==> src/core/drcs_regs.vh <==
`ifndef DRCS_REGS_VH
`define DRCS_REGS_VH
// register offsets
`define DRCS_ADDR_W 4
`define DRCS_OFF_CTRL 4'h0
`define DRCS_OFF_FUNC 4'h1
`define DRCS_OFF_LINK 4'h2
`define DRCS_OFF_CMD 4'h3
`define DRCS_OFF_STAT 4'h4
// drive mode values
`define DRCS_MODE_KEYPAD 3'h0
`define DRCS_MODE_TERM1 3'h1
`define DRCS_MODE_TERM2 3'h2
`define DRCS_MODE_SERIAL 3'h3
// ctrl fields
`define DRCS_CTRL_MODE_LSB 0
`define DRCS_CTRL_DIR_BIT 3
`define DRCS_CTRL_INH_LSB 4
`define DRCS_CTRL_AUTO_BIT 6
`define DRCS_CTRL_RSTRT_BIT 7
`define DRCS_CTRL_BIPOL_BIT 8
`define DRCS_CTRL_RESET 16'h0001
// function code fields
`define DRCS_FUNC_ONE_LSB 0
`define DRCS_FUNC_TWO_LSB 8
`define DRCS_FUNC_RESET 16'h0100
`define DRCS_FN_FWD 5'h00
`define DRCS_FN_REV 5'h01
// link fields
`define DRCS_LINK_PROT_BIT 0
`define DRCS_LINK_STN_LSB 8
`define DRCS_LINK_SPD_LSB 4
`define DRCS_LINK_RESET 16'h0130
`define DRCS_STN_MIN 8'h01
`define DRCS_STN_MAX 8'hfa
// serial command bits
`define DRCS_CMD_RUN_BIT 0
`define DRCS_CMD_REV_BIT 1
// direction inhibit
`define DRCS_INH_NONE 2'h0
`define DRCS_INH_FWD 2'h1
`define DRCS_INH_REV 2'h2
// power-on settle count, in clocks after reset
`define DRCS_SETTLE_CNT 2'h3
`endif

==> src/core/drcs_sync.v <==
`default_nettype none
module drcs_sync #(
	parameter W = 1
) (
	input wire sys_clk_i,
	input wire rst_n_i,
	input wire [W-1:0] async_i,
	output wire [W-1:0] sync_o
);
reg [W-1:0] meta_reg;
reg [W-1:0] sync_reg;
always @(posedge sys_clk_i or negedge rst_n_i) begin
	if (!rst_n_i) begin
		meta_reg <= {W{1'b0}};
		sync_reg <= {W{1'b0}};
	end else begin
		meta_reg <= async_i;
		sync_reg <= meta_reg;
	end
end
assign sync_o = sync_reg;
endmodule // drcs_sync
`default_nettype wire

==> src/core/drcs_top.v <==
// Summary of operation
// - keypad run starts with frequency, stop decelerates
// - keypad direction setting picks forward or reverse
// - remote keypad attached masks built-in keypad
// - function codes 0/1 map forward/reverse inputs
// - scheme one: forward input forward, reverse reverse
// - scheme one: both or neither input stops
// - scheme two: input one runs, two selects direction
// - serial mode takes run commands from link
// - bipolar source sets direction by polarity when enabled
// - negative bipolar input inverts commanded direction
// - polarity flip while running: stop then reverse
// - inhibit 0 none, 1 blocks forward, 2 reverse
// - autostart at power-up in terminal schemes only
// - restart after fault clear with run terminal
// - restart setting ignored in keypad/serial modes
`include "drcs_regs.vh"
`default_nettype none
module drcs_top (
	input wire sys_clk_i,
	input wire rst_n_i,
	input wire [3:0] reg_addr_i,
	input wire [15:0] reg_wdata_i,
	input wire reg_wr_i,
	input wire reg_rd_i,
	output reg [15:0] reg_rdata_o,
	input wire key_run_i,
	input wire key_stop_i,
	input wire remote_key_run_i,
	input wire remote_key_stop_i,
	input wire remote_attached_i,
	input wire multi_input_one_i,
	input wire multi_input_two_i,
	input wire bipolar_negative_i,
	input wire freq_set_i,
	input wire fault_active_i,
	input wire motor_stopped_i,
	output reg run_o,
	output reg reverse_o
);
reg [15:0] ctrl_reg;
reg [15:0] func_reg;
reg [15:0] link_reg;
reg [1:0] cmd_reg;
reg key_latch_reg;
reg [1:0] wait_reg;
reg fault_d_reg;
reg armed_reg;
reg autostart_reg;
reg run_next;
reg rev_next;
// next values, one per flip-flop except fault_d_reg
reg [15:0] ctrl_next;
reg [15:0] func_next;
reg [15:0] link_next;
reg [1:0] cmd_next;
reg [15:0] rdata_next;
reg key_latch_next;
reg [1:0] wait_next;
reg autostart_next;
reg armed_next;
wire [6:0] pins_s;
wire key_run_s;
wire key_stop_s;
wire rkey_run_s;
wire rkey_stop_s;
wire rem_s;
wire in_one_s;
wire in_two_s;
wire neg_s;
wire [2:0] mode;
wire [1:0] inhibit;
wire [4:0] fn_one;
wire [4:0] fn_two;
wire term_mode;
wire fwd_in;
wire rev_in;
wire run_key;
wire stop_key;
wire [7:0] station;
// settle and arming helpers
wire settled;
wire fault_clear;
wire auto_arm;
reg want_run;
reg want_rev;
reg cmd_rev;
reg gated_run;
// terminals come from outside; keypad too, all synchronised
drcs_sync #(
	.W(7)
) u_sync (
	.sys_clk_i(sys_clk_i),
	.rst_n_i(rst_n_i),
	.async_i({key_run_i, key_stop_i, remote_key_run_i,
		remote_key_stop_i, remote_attached_i, multi_input_one_i,
		multi_input_two_i}),
	.sync_o(pins_s)
);
assign key_run_s = pins_s[6];
assign key_stop_s = pins_s[5];
assign rkey_run_s = pins_s[4];
assign rkey_stop_s = pins_s[3];
assign rem_s = pins_s[2];
assign in_one_s = pins_s[1];
assign in_two_s = pins_s[0];
drcs_sync #(
	.W(1)
) u_sync_pol (
	.sys_clk_i(sys_clk_i),
	.rst_n_i(rst_n_i),
	.async_i(bipolar_negative_i),
	.sync_o(neg_s)
);
assign mode = ctrl_reg[`DRCS_CTRL_MODE_LSB +: 3];
assign inhibit = ctrl_reg[`DRCS_CTRL_INH_LSB +: 2];
assign fn_one = func_reg[`DRCS_FUNC_ONE_LSB +: 5];
assign fn_two = func_reg[`DRCS_FUNC_TWO_LSB +: 5];
assign station = link_reg[`DRCS_LINK_STN_LSB +: 8];
assign term_mode = (mode == `DRCS_MODE_TERM1) ||
	(mode == `DRCS_MODE_TERM2);
// a terminal acts as run input only when its code selects it
function map_in;
	input [4:0] code;
	input [4:0] want;
	input pin;
	begin
		map_in = (code == want) & pin;
	end
endfunction
// inhibit setting against the wanted direction
function dir_blocked;
	input [1:0] inh;
	input rev;
	begin
		dir_blocked = ((inh == `DRCS_INH_FWD) && !rev) ||
			((inh == `DRCS_INH_REV) && rev);
	end
endfunction
// a station outside the legal range blocks serial run commands
function station_ok;
	input [7:0] stn;
	begin
		station_ok = (stn >= `DRCS_STN_MIN) && (stn <= `DRCS_STN_MAX);
	end
endfunction
assign fwd_in = map_in(fn_one, `DRCS_FN_FWD, in_one_s) |
	map_in(fn_two, `DRCS_FN_FWD, in_two_s);
assign rev_in = map_in(fn_one, `DRCS_FN_REV, in_one_s) |
	map_in(fn_two, `DRCS_FN_REV, in_two_s);
assign run_key = rem_s ? rkey_run_s : key_run_s;
assign stop_key = rem_s ? rkey_stop_s : key_stop_s;
// raw command per source, before inhibit and polarity
always @* begin
	want_run = 1'b0;
	cmd_rev = 1'b0;
	case (mode)
	`DRCS_MODE_KEYPAD: begin
		want_run = key_latch_reg;
		cmd_rev = ctrl_reg[`DRCS_CTRL_DIR_BIT];
	end
	`DRCS_MODE_TERM1: begin
		want_run = fwd_in ^ rev_in;
		cmd_rev = rev_in;
	end
	`DRCS_MODE_TERM2: begin
		want_run = fwd_in;
		cmd_rev = rev_in;
	end
	`DRCS_MODE_SERIAL: begin
		want_run = cmd_reg[`DRCS_CMD_RUN_BIT] &
			station_ok(station);
		cmd_rev = cmd_reg[`DRCS_CMD_REV_BIT];
	end
	default: begin
		want_run = 1'b0;
		cmd_rev = 1'b0;
	end
	endcase
	want_rev = cmd_rev;
	if (ctrl_reg[`DRCS_CTRL_BIPOL_BIT])
		want_rev = cmd_rev ^ neg_s;
	gated_run = want_run;
	if (dir_blocked(inhibit, want_rev))
		gated_run = 1'b0;
	// terminal level alone never starts: needs arming
	if (term_mode && !armed_reg)
		gated_run = 1'b0;
	if (fault_active_i)
		gated_run = 1'b0;
end
// reversal waits for the motor to stop first
always @* begin
	run_next = gated_run;
	rev_next = reverse_o;
	if (gated_run) begin
		if (run_o && (want_rev != reverse_o)) begin
			run_next = 1'b0;
		end else if (!run_o && !motor_stopped_i &&
			(want_rev != reverse_o)) begin
			run_next = 1'b0;
		end else begin
			rev_next = want_rev;
		end
	end
end
// bus writes; unmapped offsets and reserved bits change nothing
always @* begin
	ctrl_next = ctrl_reg;
	func_next = func_reg;
	link_next = link_reg;
	cmd_next = cmd_reg;
	if (reg_wr_i) begin
		case (reg_addr_i)
		`DRCS_OFF_CTRL: begin
			ctrl_next = {7'h00, reg_wdata_i[8:0]};
		end
		`DRCS_OFF_FUNC: begin
			func_next = {3'h0, reg_wdata_i[12:8], 3'h0,
				reg_wdata_i[4:0]};
		end
		// link settings are stored; only the station number is used here, to gate serial runs; the protocol lives outside
		`DRCS_OFF_LINK: begin
			link_next = {reg_wdata_i[15:8], 1'b0,
				reg_wdata_i[6:4], 3'h0, reg_wdata_i[0]};
		end
		`DRCS_OFF_CMD: begin
			cmd_next = reg_wdata_i[1:0];
		end
		default: begin
			cmd_next = cmd_reg;
		end
		endcase
	end
end
// read data stands one clock only and reads zero otherwise
always @* begin
	rdata_next = 16'h0000;
	if (reg_rd_i) begin
		case (reg_addr_i)
		`DRCS_OFF_CTRL: begin
			rdata_next = ctrl_reg;
		end
		`DRCS_OFF_FUNC: begin
			rdata_next = func_reg;
		end
		`DRCS_OFF_LINK: begin
			rdata_next = link_reg;
		end
		`DRCS_OFF_CMD: begin
			rdata_next = {14'h0000, cmd_reg};
		end
		// status shows the decision as the drive sees it
		`DRCS_OFF_STAT: begin
			rdata_next = {10'h000, armed_reg, key_latch_reg, fwd_in,
				rev_in, reverse_o, run_o};
		end
		default: begin
			rdata_next = 16'h0000;
		end
		endcase
	end
end
// settings survive until reset; writes land one clock after the strobe
always @(posedge sys_clk_i or negedge rst_n_i) begin
	if (!rst_n_i) begin
		ctrl_reg <= `DRCS_CTRL_RESET;
		func_reg <= `DRCS_FUNC_RESET;
		link_reg <= `DRCS_LINK_RESET;
		cmd_reg <= 2'h0;
		reg_rdata_o <= 16'h0000;
	end else begin
		ctrl_reg <= ctrl_next;
		func_reg <= func_next;
		link_reg <= link_next;
		cmd_reg <= cmd_next;
		reg_rdata_o <= rdata_next;
	end
end
// keypad run latch; stop and fault both win over the run key
always @* begin
	key_latch_next = key_latch_reg;
	if (mode != `DRCS_MODE_KEYPAD || stop_key || fault_active_i) begin
		key_latch_next = 1'b0;
	end else if (run_key && freq_set_i) begin
		key_latch_next = 1'b1;
	end
end
// settle count covers the two synchroniser stages
assign settled = (wait_reg == `DRCS_SETTLE_CNT);
assign fault_clear = fault_d_reg && !fault_active_i;
// power-on start is sampled once, so a later mode write cannot start
assign auto_arm = settled && autostart_reg && term_mode &&
	ctrl_reg[`DRCS_CTRL_AUTO_BIT];
always @* begin
	wait_next = wait_reg;
	autostart_next = autostart_reg;
	if (!settled) begin
		wait_next = wait_reg + 2'h1;
	end else begin
		autostart_next = 1'b0;
	end
end
// arming: run input seen off, power-on start, or fault clear
always @* begin
	armed_next = armed_reg;
	if (auto_arm) begin
		armed_next = 1'b1;
	end
	if (!term_mode) begin
		armed_next = 1'b0;
	end else if (!want_run && settled) begin
		// before settling the pins still read reset zeros
		armed_next = 1'b1;
	end else if (fault_clear && ctrl_reg[`DRCS_CTRL_RSTRT_BIT]) begin
		armed_next = 1'b1;
	end else if (fault_active_i) begin
		armed_next = 1'b0;
	end
end
// run and direction leave from flip-flops so the drive sees no glitch
always @(posedge sys_clk_i or negedge rst_n_i) begin
	if (!rst_n_i) begin
		key_latch_reg <= 1'b0;
		wait_reg <= 2'h0;
		fault_d_reg <= 1'b0;
		armed_reg <= 1'b0;
		autostart_reg <= 1'b1;
		run_o <= 1'b0;
		reverse_o <= 1'b0;
	end else begin
		key_latch_reg <= key_latch_next;
		wait_reg <= wait_next;
		fault_d_reg <= fault_active_i;
		armed_reg <= armed_next;
		autostart_reg <= autostart_next;
		run_o <= run_next;
		reverse_o <= rev_next;
	end
end
endmodule // drcs_top
`default_nettype wire

==> config.mk <==
export PLATFORM = sky130hd
export DESIGN_NAME = drcs_top
export DESIGN_NICKNAME = d
export VERILOG_FILES = /design/src/core/drcs_sync.v /design/src/core/drcs_top.v
export VERILOG_INCLUDE_DIRS = /design/src /design/src/core
export SDC_FILE = /design/constraint.sdc
export NUM_CORES = 1
export LEC_CHECK = 0
export BUFFER_PORTS_ARGS = -buffer_cell sky130_fd_sc_hd__buf_2
export CAP_MARGIN = 20
export CORE_MARGIN = 2
export CORE_UTILIZATION = 55
export CTS_CLUSTER_DIAMETER = 200
export DETAILED_ROUTE_END_ITERATION = 16
export HOLD_SLACK_MARGIN = 0.02
export PLACE_DENSITY = 0.78
export REMOVE_ABC_BUFFERS = 1
export SLEW_MARGIN = 20
export SYNTH_ARGS = -nofsm -noshare
export SYNTH_HDL_FRONTEND = slang
export SYNTH_SLANG_ARGS = --single-unit
==> constraint.sdc <==
create_clock -name sys_clk_i -period 2.07 [get_ports sys_clk_i]
set_input_delay 0.5175 -clock sys_clk_i [delete_from_list [all_inputs] [get_ports sys_clk_i]]
set_output_delay 0.5175 -clock sys_clk_i [all_outputs]
set_load 0.05 [all_outputs]
==> metrics.md, run 1 <==
| Metric | Value |
|---|---|
| Cell taking the most area after synthesis | dfrtp_1 |
| Pint | 2.67 mW |
| Net Sw Frac | 0.274 |
| First-pass GRT wire length | 10,500 um |
| Leak pwr | 1.70 nW |
| Root buffer cell | clkbuf_8 |
| Clock Sinks | 73 |
| IO Port Bufs | 52 |
| Status | finished clean |
| Vias per inst | 5.71 |
| Max-slew violations | 0 |
| Peak fanout along the critical path | 9 |
| Total gr overflow | 0 |
| Overall die area | 6270 sq um |
| Worst path arrival time | 2.23 ns |
| Final Routed Wirelength | 6540 um |
| Delay-heaviest family, CP | flip-flops |
| Antenna Cells | 0 |
| Fillcell total | 435 |
| RSZ-0062 raised after global routing | no |
| Critical Path RT | 2.33 ns |
| Crit-path cells | xnor2_1, or2_1, a221o_1, o311ai_4, mux2_4, a211oi_2 |
| Power share of the clock group | 0.338 |
| Slew headroom | 0.689 |
| Clk slew on worst S/H paths | 0.07 ns |
| Hold Path Class | input port to async pin |
| Initial Util | 0.568 |
| Logic pwr share | 0.164 |
| Largest cells by area after synthesis | dfrtp_1 54%, mux2_2 9.4%, dfstp_2 5.1%, mux2_1 2.9%, a222oi_1 1.9% |
| Power Density | 985 nW/um^2 |
| Core Region | 5470 sq um |
| Register area share after synthesis | 0.590 |
| Max reg flops | 16 |
| Buf/Inv on CP | 0 |
| GPL Wtd Cong | 0.892 |
| Asr flop ratio synth | 1.00 |
| Final instance area | 3740 sq um |
| Worst skew pair latency | 0.34 ns |
| DRT Pass-1 Iters | 8 |
| Num rows | 27 |
| Min cycle time layout | 1.97 ns |
| Routed len/inst | 17.5 um |
| Gate Count Post-Synth | 231 |
| CP peak stage delay | 0.63 ns |
| Final setup viols | 0 |
| Max Fclk | 507 MHz |
| Vias after detailed routing | 2,135 |
| CTS H-tree lvls | 3 |
| Worst slew pin tran | 0.465 ns |
| Max Cap Viol | 0 |
| Initial antenna violation count | 0 |
| Share of cells above drive strength 1 | 0.424 |
| Pin count of the biggest net entering global routing | 74 |
| Setup Skew | 0.00638 ns |
| Leading cell type in the layout, fill and taps excluded | dfrtp_1 |
| Post-synth top area share | 0.539 |
| Sequential power share | 0.498 |
| Crit. path cell count | 6 |
| Die width | 79.2 um |
| Cts hold-fix bufs | 0 |
| Net Sw Power | 1.01 mW |
| #FFs+latches synth | 73 |
| Clock Path Buffers | 2 |
| Peak supply drop | 474 uV |
| Dpl hpwl | 4610 um |
| Critical Path Slowest Stage Cell | dfstp_2 |
| EDFF count, synth | 0 |
| Setup CP Type | register to register |
| Vias in the first global route | 2,148 |
| IO Pins | 53 |
| Final Cycle Share | 0.953 |
| Critical Path End Type | register |
| Avg Inst Size Synth | 13.5 sq um |
| Drt drc | 0 |
| Gr usage total | 0.229 |
| Nets | 333 |
| Crit path launch type | register |
| Placed cell area | 3500 sq um |
| Die H | 79.2 um |
| Yosys warning total | 0 |
| Area delta synth->final | 20.3% |
| Setup_tns | 0 ns |
| Synthesized area | 3110 sq um |
| Detail Route Antenna Nets | 0 |
| Post-CTS setup buffer count | 0 |
| Number of library cell types mapped by synthesis | 53 |
| Worst Reg-to-Reg Cells | 6 |
| Most frequent cells in the layout | 66 x dfrtp_1, 52 x buf_2, 26 x mux2_2 |
| Final hold vios | 0 |
| First DRT Iteration DRCs | 158 |
| CTS tree | done |
| Main synth FF type | dfrtp_1 |
| Total CTS buffers | 9 |
==> logic make-up (layout without fill, tap and decap cells) <==
| kind of cell | count (synthesis) | count (layout) | synth area share |
|---|---|---|---|
| AND/OR/NAND/NOR | 73 | 73 | 0.150 |
| flip-flops | 73 | 73 | 0.590 |
| buffers and inverters | 9 | 80 | 0.0181 |
| AO/OA/AOI/OAI | 35 | 35 | 0.0954 |
| XOR/XNOR | 4 | 4 | 0.0113 |
| multiplexers | 36 | 36 | 0.131 |
| adder cells (fa/ha/maj) | 1 | 1 | 0.00403 |
==> stage by stage <==
step	setup slack, ns	util	std cells	power (mW)	hold slack, ns
6_report	0.0964	0.683	374	3.68	0.188
5_1_grt	0.00255	0.683	374	3.85	0.213
4_1_cts	0.0764	0.682	374	3.69	0.199
3_5_place_dp	0.0946	0.640	358	2.45	0.336
3_3_place_gp	0.162	0.640	358	2.41	0.332
2_1_floorplan	0.00570	-	223	2.21	0.222
==> layer usage <==
layer,track usage,part of all wire,vias to the layer above
met5,0,0,-
met3,0.0523,0.055,26
met1,0.293,0.44,1038
met4,0.136,0.038,0
li1,-,-,985
met2,0.356,0.47,86
==> final timing paths <==
path / end / slack (ns) / from
max: run_o$_DFF_PN0_ / 0.1 / ctrl_reg[0]$_DFFE_PN1P_
max in group asynchronous: autostart_reg$_DFFE_PN1N_ / 1.55 / rst_n_i
min: link_reg[12]$_DFFE_PN0P_ / 0.19 / rst_n_i
max reg2reg: run_o$_DFF_PN0_ / 0.1 / ctrl_reg[0]$_DFFE_PN1P_
min reg2reg: u_sync.sync_o[1]$_DFF_PN0_ / 0.35 / u_sync.meta_reg[1]$_DFF_PN0_
min in group sys_clk_i: u_sync.meta_reg[3]$_DFF_PN0_ / 0.28 / remote_key_stop_i
==> power by group through the flow <==
| stage | clock [mW] | sequential (mW) | combinational, mW |
|---|---|---|---|
| finish | 1.25 | 1.84 | 0.603 |
| global route | 1.33 | 1.86 | 0.658 |
| CTS | 1.26 | 1.82 | 0.600 |
| detailed placement | 0 | 1.85 | 0.596 |
| global placement | 0 | 1.84 | 0.572 |
| floorplan | 0 | 1.82 | 0.388 |
==> worst register-to-register path, cell delays in order (launching register included) <==
cell and delay, ns:
dfstp_2 0.63, xnor2_1 0.12, or2_1 0.22, a221o_1 0.30, o311ai_4 0.13, mux2_4 0.34
a211oi_2 0.14
==> cell usage after synthesis, types with 2 or more instances <==
cell and count:
o21a_1 3, or2_1 2, mux2_1 8, nor2_1 16, nand2b_1 3, and3_1 5
a22oi_1 6, a21oi_1 6, nor2b_1 5, nor3_2 3, clkbuf_1 2, a222oi_1 6
o211ai_1 2, xnor2_1 3, buf_6 2, nor4_1 2, nand2_1 9, nand4_1 5
o21ai_0 2, mux2_2 26, dfstp_2 6, nand3b_1 2, dfrtp_1 67, a31oi_1 2
and3b_1 2, buf_2 3, nor4b_2 2, nand3_1 6
==> layout make-up <==
class	instances	area, sq um	share of cell area
clock buffer	11	151	0.0405
clock inverter	5	77.6	0.0207
inverter	1	3.75	0.00100
multi-input combinational	149	1230	0.328
sequential	73	1840	0.491
tap	72	90.1	0.0241
timing repair buffer	63	355	0.0950
==> repair_timing <==
item / 4_1_cts / 5_1_grt
gates resized for setup: 0 / 3
endpoints found under the hold margin: 0 / 0
setup endpoints to repair: 0 / 1
(Power assumes the default switching activity.)
==> run 2, diff against run 1 <==
==> constraint.sdc (replaced) <==
create_clock -name sys_clk_i -period 2.07 [get_ports sys_clk_i]
set_input_delay 0.3105 -clock sys_clk_i [delete_from_list [all_inputs] [get_ports sys_clk_i]]
set_output_delay 0.3105 -clock sys_clk_i [all_outputs]
set_load 0.05 [all_outputs]
==> metrics.md, run 2 (synthesis gave the netlist of run 1 again) <==
| Metric | Value |
|---|---|
| Clock Path Buffers | 2 (unchanged) |
| CP peak stage delay | 0.63 ns (about the same) |
| Nets | 335 (+0.60%) |
| Detail Route Antenna Nets | 0 (unchanged) |
| Final Routed Wirelength | 6350 um (-3.0%) |
| Buf/Inv on CP | 0 (unchanged) |
| Num rows | 27 (unchanged) |
| Area delta synth->final | 19.3% |
| Worst slew pin tran | 0.532 ns (+0.0670 ns) |
| CTS H-tree lvls | 3 (unchanged) |
| R2R Path Start | ctrl_reg[0]$_DFFE_PN1P_ |
| Routed len/inst | 16.9 um (-3.5%) |
| Peak supply drop | 560 uV (+18%) |
| Status | finished clean |
| Share of cells above drive strength 1 | 0.408 (-0.0159) |
| Delay-heaviest family, CP | flip-flops |
| Leak pwr | 1.69 nW (-0.59%) |
| Fillcell total | 417 (-4.1%) |
| IO Port Bufs | 52 (unchanged) |
| Critical Path RT | 2.32 ns (about the same) |
| Max Fclk | 509 MHz (+0.37%) |
| Clock Sinks | 73 (unchanged) |
| Total CTS buffers | 9 (unchanged) |
| RSZ-0062 raised after global routing | no |
| Min cycle time layout | 1.97 ns (-0.00736 ns) |
| Final hold vios | 0 (unchanged) |
| GPL Wtd Cong | 0.840 (-5.8%) |
| Leading cell type in the layout, fill and taps excluded | dfrtp_1 |
| Critical Path Slowest Stage Cell | dfstp_2 |
| Crit. Startpoint | ctrl_reg[0]$_DFFE_PN1P_ |
| Vias in the first global route | 2,059 (-4.1%) |
| Hold Path Class | input port to register |
| Setup_tns | 0 ns (unchanged) |
| IO Pins | 53 (unchanged) |
| Root buffer cell | clkbuf_8 |
| Post-CTS Resized | 0 (unchanged) |
| Pin count of the biggest net entering global routing | 74 (unchanged) |
| Most frequent cells in the layout | 67 x dfrtp_1, 52 x buf_2, 26 x mux2_2 |
| Max reg flops | 16 (unchanged) |
| Worst path arrival time | 2.22 ns (about the same) |
| Vias per inst | 5.71 (about the same) |
| Final Cycle Share | 0.950 (-0.00356) |
| Die width | 79.2 um (unchanged) |
| Crit-path cells | xnor2_1, or2_1, a221o_1, o311ai_4, mux2_4, a211oi_2 |
| Placed cell area | 3510 sq um (+0.21%) |
| Antenna Cells | 0 (unchanged) |
| Initial Util | 0.568 (unchanged) |
| Clk slew on worst S/H paths | 0.07 ns (about the same) |
| Slew headroom | 0.644 (-0.0448) |
| Setup Skew | 0.00735 ns (+0.000965 ns) |
| Total gr overflow | 0 (unchanged) |
| Final instance area | 3710 sq um (-0.87%) |
| Max-slew violations | 0 (unchanged) |
| First-pass GRT wire length | 10,100 um (-4.1%) |
| Power Density | 938 nW/um^2 (-4.8%) |
| Max Cap Viol | 0 (unchanged) |
| Peak fanout along the critical path | 9 (unchanged) |
| Die H | 79.2 um (unchanged) |
| CTS tree | done |
| Post-CTS setup buffer count | 0 (unchanged) |
| Final setup viols | 0 (unchanged) |
| Initial antenna violation count | 0 (unchanged) |
| Overall die area | 6270 sq um (unchanged) |
| Core Region | 5470 sq um (unchanged) |
| Setup CP Type | register to register |
| Crit path launch type | register |
| First DRT Iteration DRCs | 144 (-8.9%) |
| Dpl hpwl | 4510 um (-2.1%) |
| Drt drc | 0 (unchanged) |
| Hold_sp | key_stop_i |
| Vias after detailed routing | 2,147 (+0.56%) |
| Critical Path End Type | register |
| DRT Pass-1 Iters | 4 (-4) |
| Gr usage total | 0.216 (-0.0126) |
| Worst skew pair latency | 0.34 ns (about the same) |
run 2: repair_timing:
item | 4_1_cts | 5_1_grt
hold endpoints to repair | 67 | 0
setup endpoints to repair | 0 | 0
hold buffers | 1 | 0
run 2: worst reg2reg max path, cell delays in order, from the launching register on:
cell	delay, ns
dfstp_2	0.63
xnor2_1	0.12
or2_1	0.23
a221o_1	0.30
o311ai_4	0.13
mux2_4	0.34
a211oi_2	0.15
run 2: worst paths after layout:
kind / endpoint / slack (ns) / cells past startpoint
hold / removal: u_sync.meta_reg[5]$_DFF_PN0_ / 0.07 / 1
setup reg to reg: run_o$_DFF_PN0_ / 0.10 / 6
max in group asynchronous: link_reg[8]$_DFFE_PN1P_ / 1.20 / 3
min in group asynchronous: u_sync.sync_o[0]$_DFF_PN0_ / 0.51 / 3
setup / recovery: run_o$_DFF_PN0_ / 0.10 / 6
hold reg to reg: u_sync_pol.sync_o$_DFF_PN0_ / 0.35 / 0
run 2: cell type report:
type | count | area [sq um] | share of cell area
Multi-Input combinational cell | 149 | 1220 | 0.328
Sequential cell | 73 | 1830 | 0.495
Tap cell | 72 | 90.1 | 0.0243
Inverter | 1 | 3.75 | 0.00101
Clock inverter | 3 | 40.0 | 0.0108
Timing Repair Buffer | 65 | 373 | 0.101
Clock buffer | 13 | 149 | 0.0402
run 2: routing by layer:
layer / up-vias / wire [um] / global-route usage
met1: 1067 / 2850 / 0.292
met4: 0 / 154 / 0.110
met5: - / 0 / 0
met3: 13 / 356 / 0.0386
li1: 993 / - / -
met2: 74 / 2980 / 0.336
run 2: stage by stage:
stage / utilization / hold WS (ns) / total power [mW] / cells / worst slack (ns)
after global placement: 0.641 / 0.333 / 2.40 / 359 / 0.160
after floorplan: - / 0.0149 / 2.21 / 223 / 0.198
after global routing: 0.677 / 0.0623 / 3.64 / 376 / 0.0153
after detailed placement: 0.641 / 0.335 / 2.43 / 359 / 0.128
final: 0.677 / 0.0741 / 3.48 / 376 / 0.104
after CTS: 0.677 / 0.0658 / 3.50 / 376 / 0.119
run 2: report_power, final:
part	switching (mW)	internal (mW)	total, mW	leakage (nW)
Clock	0.477	0.587	1.06	0.0974
Sequential	0.196	1.63	1.82	0.894
Combinational	0.285	0.303	0.588	0.700
==> run 3, diff against run 2 <==
--- a/config.mk
+++ b/config.mk
@@ -16,2 +16,3 @@
 export PLACE_DENSITY = 0.78
+export RECOVER_POWER = 50
 export REMOVE_ABC_BUFFERS = 1
--- a/constraint.sdc
+++ b/constraint.sdc
@@ -3,2 +3,2 @@
 set_output_delay 0.3105 -clock sys_clk_i [all_outputs]
-set_load 0.05 [all_outputs]
+set_load 0.1 [all_outputs]
==> metrics.md, run 3 (synthesis gave the netlist of run 1 again) <==
| Metric | Value |
|---|---|
| Status | finished clean |
| Worst Reg-to-Reg Cells | 6 (unchanged) |
| Crit. path cell count | 6 (unchanged) |
| Final setup viols | 0 (unchanged) |
| Most frequent cells in the layout | 67 x dfrtp_1, 51 x buf_2, 26 x mux2_2 |
| Overall die area | 6270 sq um (unchanged) |
| Root buffer cell | clkbuf_8 |
| Area of the multi-input gates | 1220 sq um (unchanged) |
| Setup Skew | 0.00552 ns (-0.00183 ns) |
| Power share of the clock group | 0.303 (-0.003) |
| Post-CTS setup buffer count | 0 (unchanged) |
| IO Port Bufs | 52 (unchanged) |
| Peak supply drop | 560 uV (about the same) |
| Max-slew violations | 0 (unchanged) |
| CTS H-tree lvls | 3 (unchanged) |
| Leak pwr | 1.68 nW (-0.45%) |
| Total gr overflow | 0 (unchanged) |
| Total CTS buffers | 9 (unchanged) |
| Final hold vios | 0 (unchanged) |
| Final Cycle Share | 0.948 (-0.00163) |
| Critical Path End Type | register |
| Final Routed Wirelength | 6280 um (-1.1%) |
| Gr usage total | 0.216 (unchanged) |
| Dpl hpwl | 4510 um (unchanged) |
| Detail Route Antenna Nets | 0 (unchanged) |
| Hold Path Depth | 1 (unchanged) |
| Clk slew on worst S/H paths | 0.07 ns (about the same) |
| Fin Hold WS | 0.0786 ns (+0.00455 ns) |
| Fillcell total | 420 (+0.72%) |
| Critical Path Slowest Stage Cell | dfstp_2 |
| Peak fanout along the critical path | 9 (unchanged) |
| Dpl ws | 0.128 ns (unchanged) |
| Critical Path RT | 2.32 ns (about the same) |
| Hold Path Class | input port to register |
| Pwr Total | 3.50 mW (+0.77%) |
| Clock Path Buffers | 2 (unchanged) |
| Final std cells w/o fill | 376 (unchanged) |
| Sequential power share | 0.520 (-0.005) |
| IO Pins | 53 (unchanged) |
| Crit path launch type | register |
| Clock Sinks | 73 (unchanged) |
| Nets | 335 (unchanged) |
| Die width | 79.2 um (unchanged) |
| RSZ-0062 raised after global routing | no |
| First-pass GRT wire length | 10,100 um (unchanged) |
| Delay-heaviest family, CP | flip-flops |
| Antenna Cells | 0 (unchanged) |
| Final core utilization | 0.675 (-0.00252) |
| Initial Util | 0.568 (unchanged) |
| Setup CP Type | register to register |
| Buf/Inv on CP | 0 (unchanged) |
| Vias in the first global route | 2,059 (unchanged) |
| Die H | 79.2 um (unchanged) |
| Max Cap Viol | 0 (unchanged) |
| Final instance area | 3690 sq um (-0.37%) |
| Min cycle time layout | 1.96 ns (-0.00337 ns) |
| Worst path arrival time | 2.21 ns (about the same) |
| Power Density | 949 nW/um^2 (+1.1%) |
| GPL Wtd Cong | 0.840 (unchanged) |
| Drt drc | 0 (unchanged) |
| Logic pwr share | 0.177 (+0.008) |
| Max Fclk | 509 MHz (+0.17%) |
| Placed cell area | 3510 sq um (unchanged) |
| Num rows | 27 (unchanged) |
| Net Sw Frac | 0.282 (+0.00640) |
| Initial antenna violation count | 0 (unchanged) |
| Setup_tns | 0 ns (unchanged) |
| Routed len/inst | 16.7 um (-1.1%) |
| CTS tree | done |
| Net Sw Power | 0.988 mW (+3.1%) |
| Slew headroom | 0.372 (-0.273) |
| Setup WS post-layout | 0.107 ns (+0.00337 ns) |
| Vias after detailed routing | 2,148 (+0.047%) |
| Placed cell count | 359 (unchanged) |
| Leading cell type in the layout, fill and taps excluded | dfrtp_1 |
| Area delta synth->final | 18.8% |
| Vias per inst | 5.71 (about the same) |
| Share of cells above drive strength 1 | 0.405 (-0.00329) |
| Worst skew pair latency | 0.33 ns (about the same) |
| Pin count of the biggest net entering global routing | 74 (unchanged) |
| Worst slew pin tran | 0.942 ns (+0.410 ns) |
| Max reg flops | 16 (unchanged) |
| Pint | 2.52 mW (-0.13%) |
| DRT Pass-1 Iters | 5 (+1) |
| First DRT Iteration DRCs | 176 (+22%) |
| CP peak stage delay | 0.63 ns (about the same) |
| Crit-path cells | xnor2_1, or2_1, a221o_1, o311ai_4, mux2_4, a211oi_2 |
| Register area | 1830 sq um (unchanged) |
| Core Region | 5470 sq um (unchanged) |
==> run 3: cell types whose count changed in the layout (fill, tap and decap cells not counted), sizes merged <==
cell    change
buf         -2
clkbuf      +2
==> run 3: power by group through the flow <==
stage / combinational, mW / clock [mW] / sequential [mW]
after detailed placement: 0.622 / 0 / 1.84
after CTS: 0.625 / 1.09 / 1.82
after global routing: 0.676 / 1.15 / 1.85
after global placement: 0.605 / 0 / 1.83
final: 0.619 / 1.06 / 1.82
after floorplan: 0.388 / 0 / 1.85
==> run 3: path summary, 6_finish.rpt <==
check / from / to / slack, ns
setup reg to reg: ctrl_reg[0]$_DFFE_PN1P_ / run_o$_DFF_PN0_ / 0.11
hold reg to reg: u_sync_pol.meta_reg$_DFF_PN0_ / u_sync_pol.sync_o$_DFF_PN0_ / 0.35
min in group asynchronous: rst_n_i / u_sync.meta_reg[0]$_DFF_PN0_ / 0.75
hold / removal: key_stop_i / u_sync.meta_reg[5]$_DFF_PN0_ / 0.08
setup / recovery: ctrl_reg[0]$_DFFE_PN1P_ / run_o$_DFF_PN0_ / 0.11
max in group asynchronous: rst_n_i / reg_rdata_o[15]$_DFF_PN0_ / 0.69
==> run 3: final cells by class <==
type,instances,area share
Clock buffer,13,0.0403
Clock inverter,3,0.0108
Inverter,1,0.00102
Multi-Input combinational cell,149,0.330
Sequential cell,73,0.497
Tap cell,72,0.0244
Timing Repair Buffer,65,0.0972
==> run 3: per-layer routing <==
layer | up-vias | routed length [um] | track usage | share of wire
met5 | - | 0 | 0 | 0
met4 | 0 | 115 | 0.110 | 0.018
met3 | 9 | 392 | 0.0386 | 0.062
met2 | 85 | 2960 | 0.336 | 0.47
met1 | 1059 | 2810 | 0.292 | 0.45
li1 | 995 | - | - | -
==> run 3: worst reg2reg max path, delay by kind of cell (launching register included) <==
kind,cells,cell delay (ns)
flip-flops,1,0.63
multiplexers,1,0.34
XOR/XNOR,1,0.12
AO/OA/AOI/OAI,3,0.58
AND/OR/NAND/NOR,1,0.23
==> run 3: what timing repair did <==
item / in CTS / in global routing
hold buffers: 1 / 0
endpoints found under the hold margin: 67 / 0
resized for setup: 0 / 0
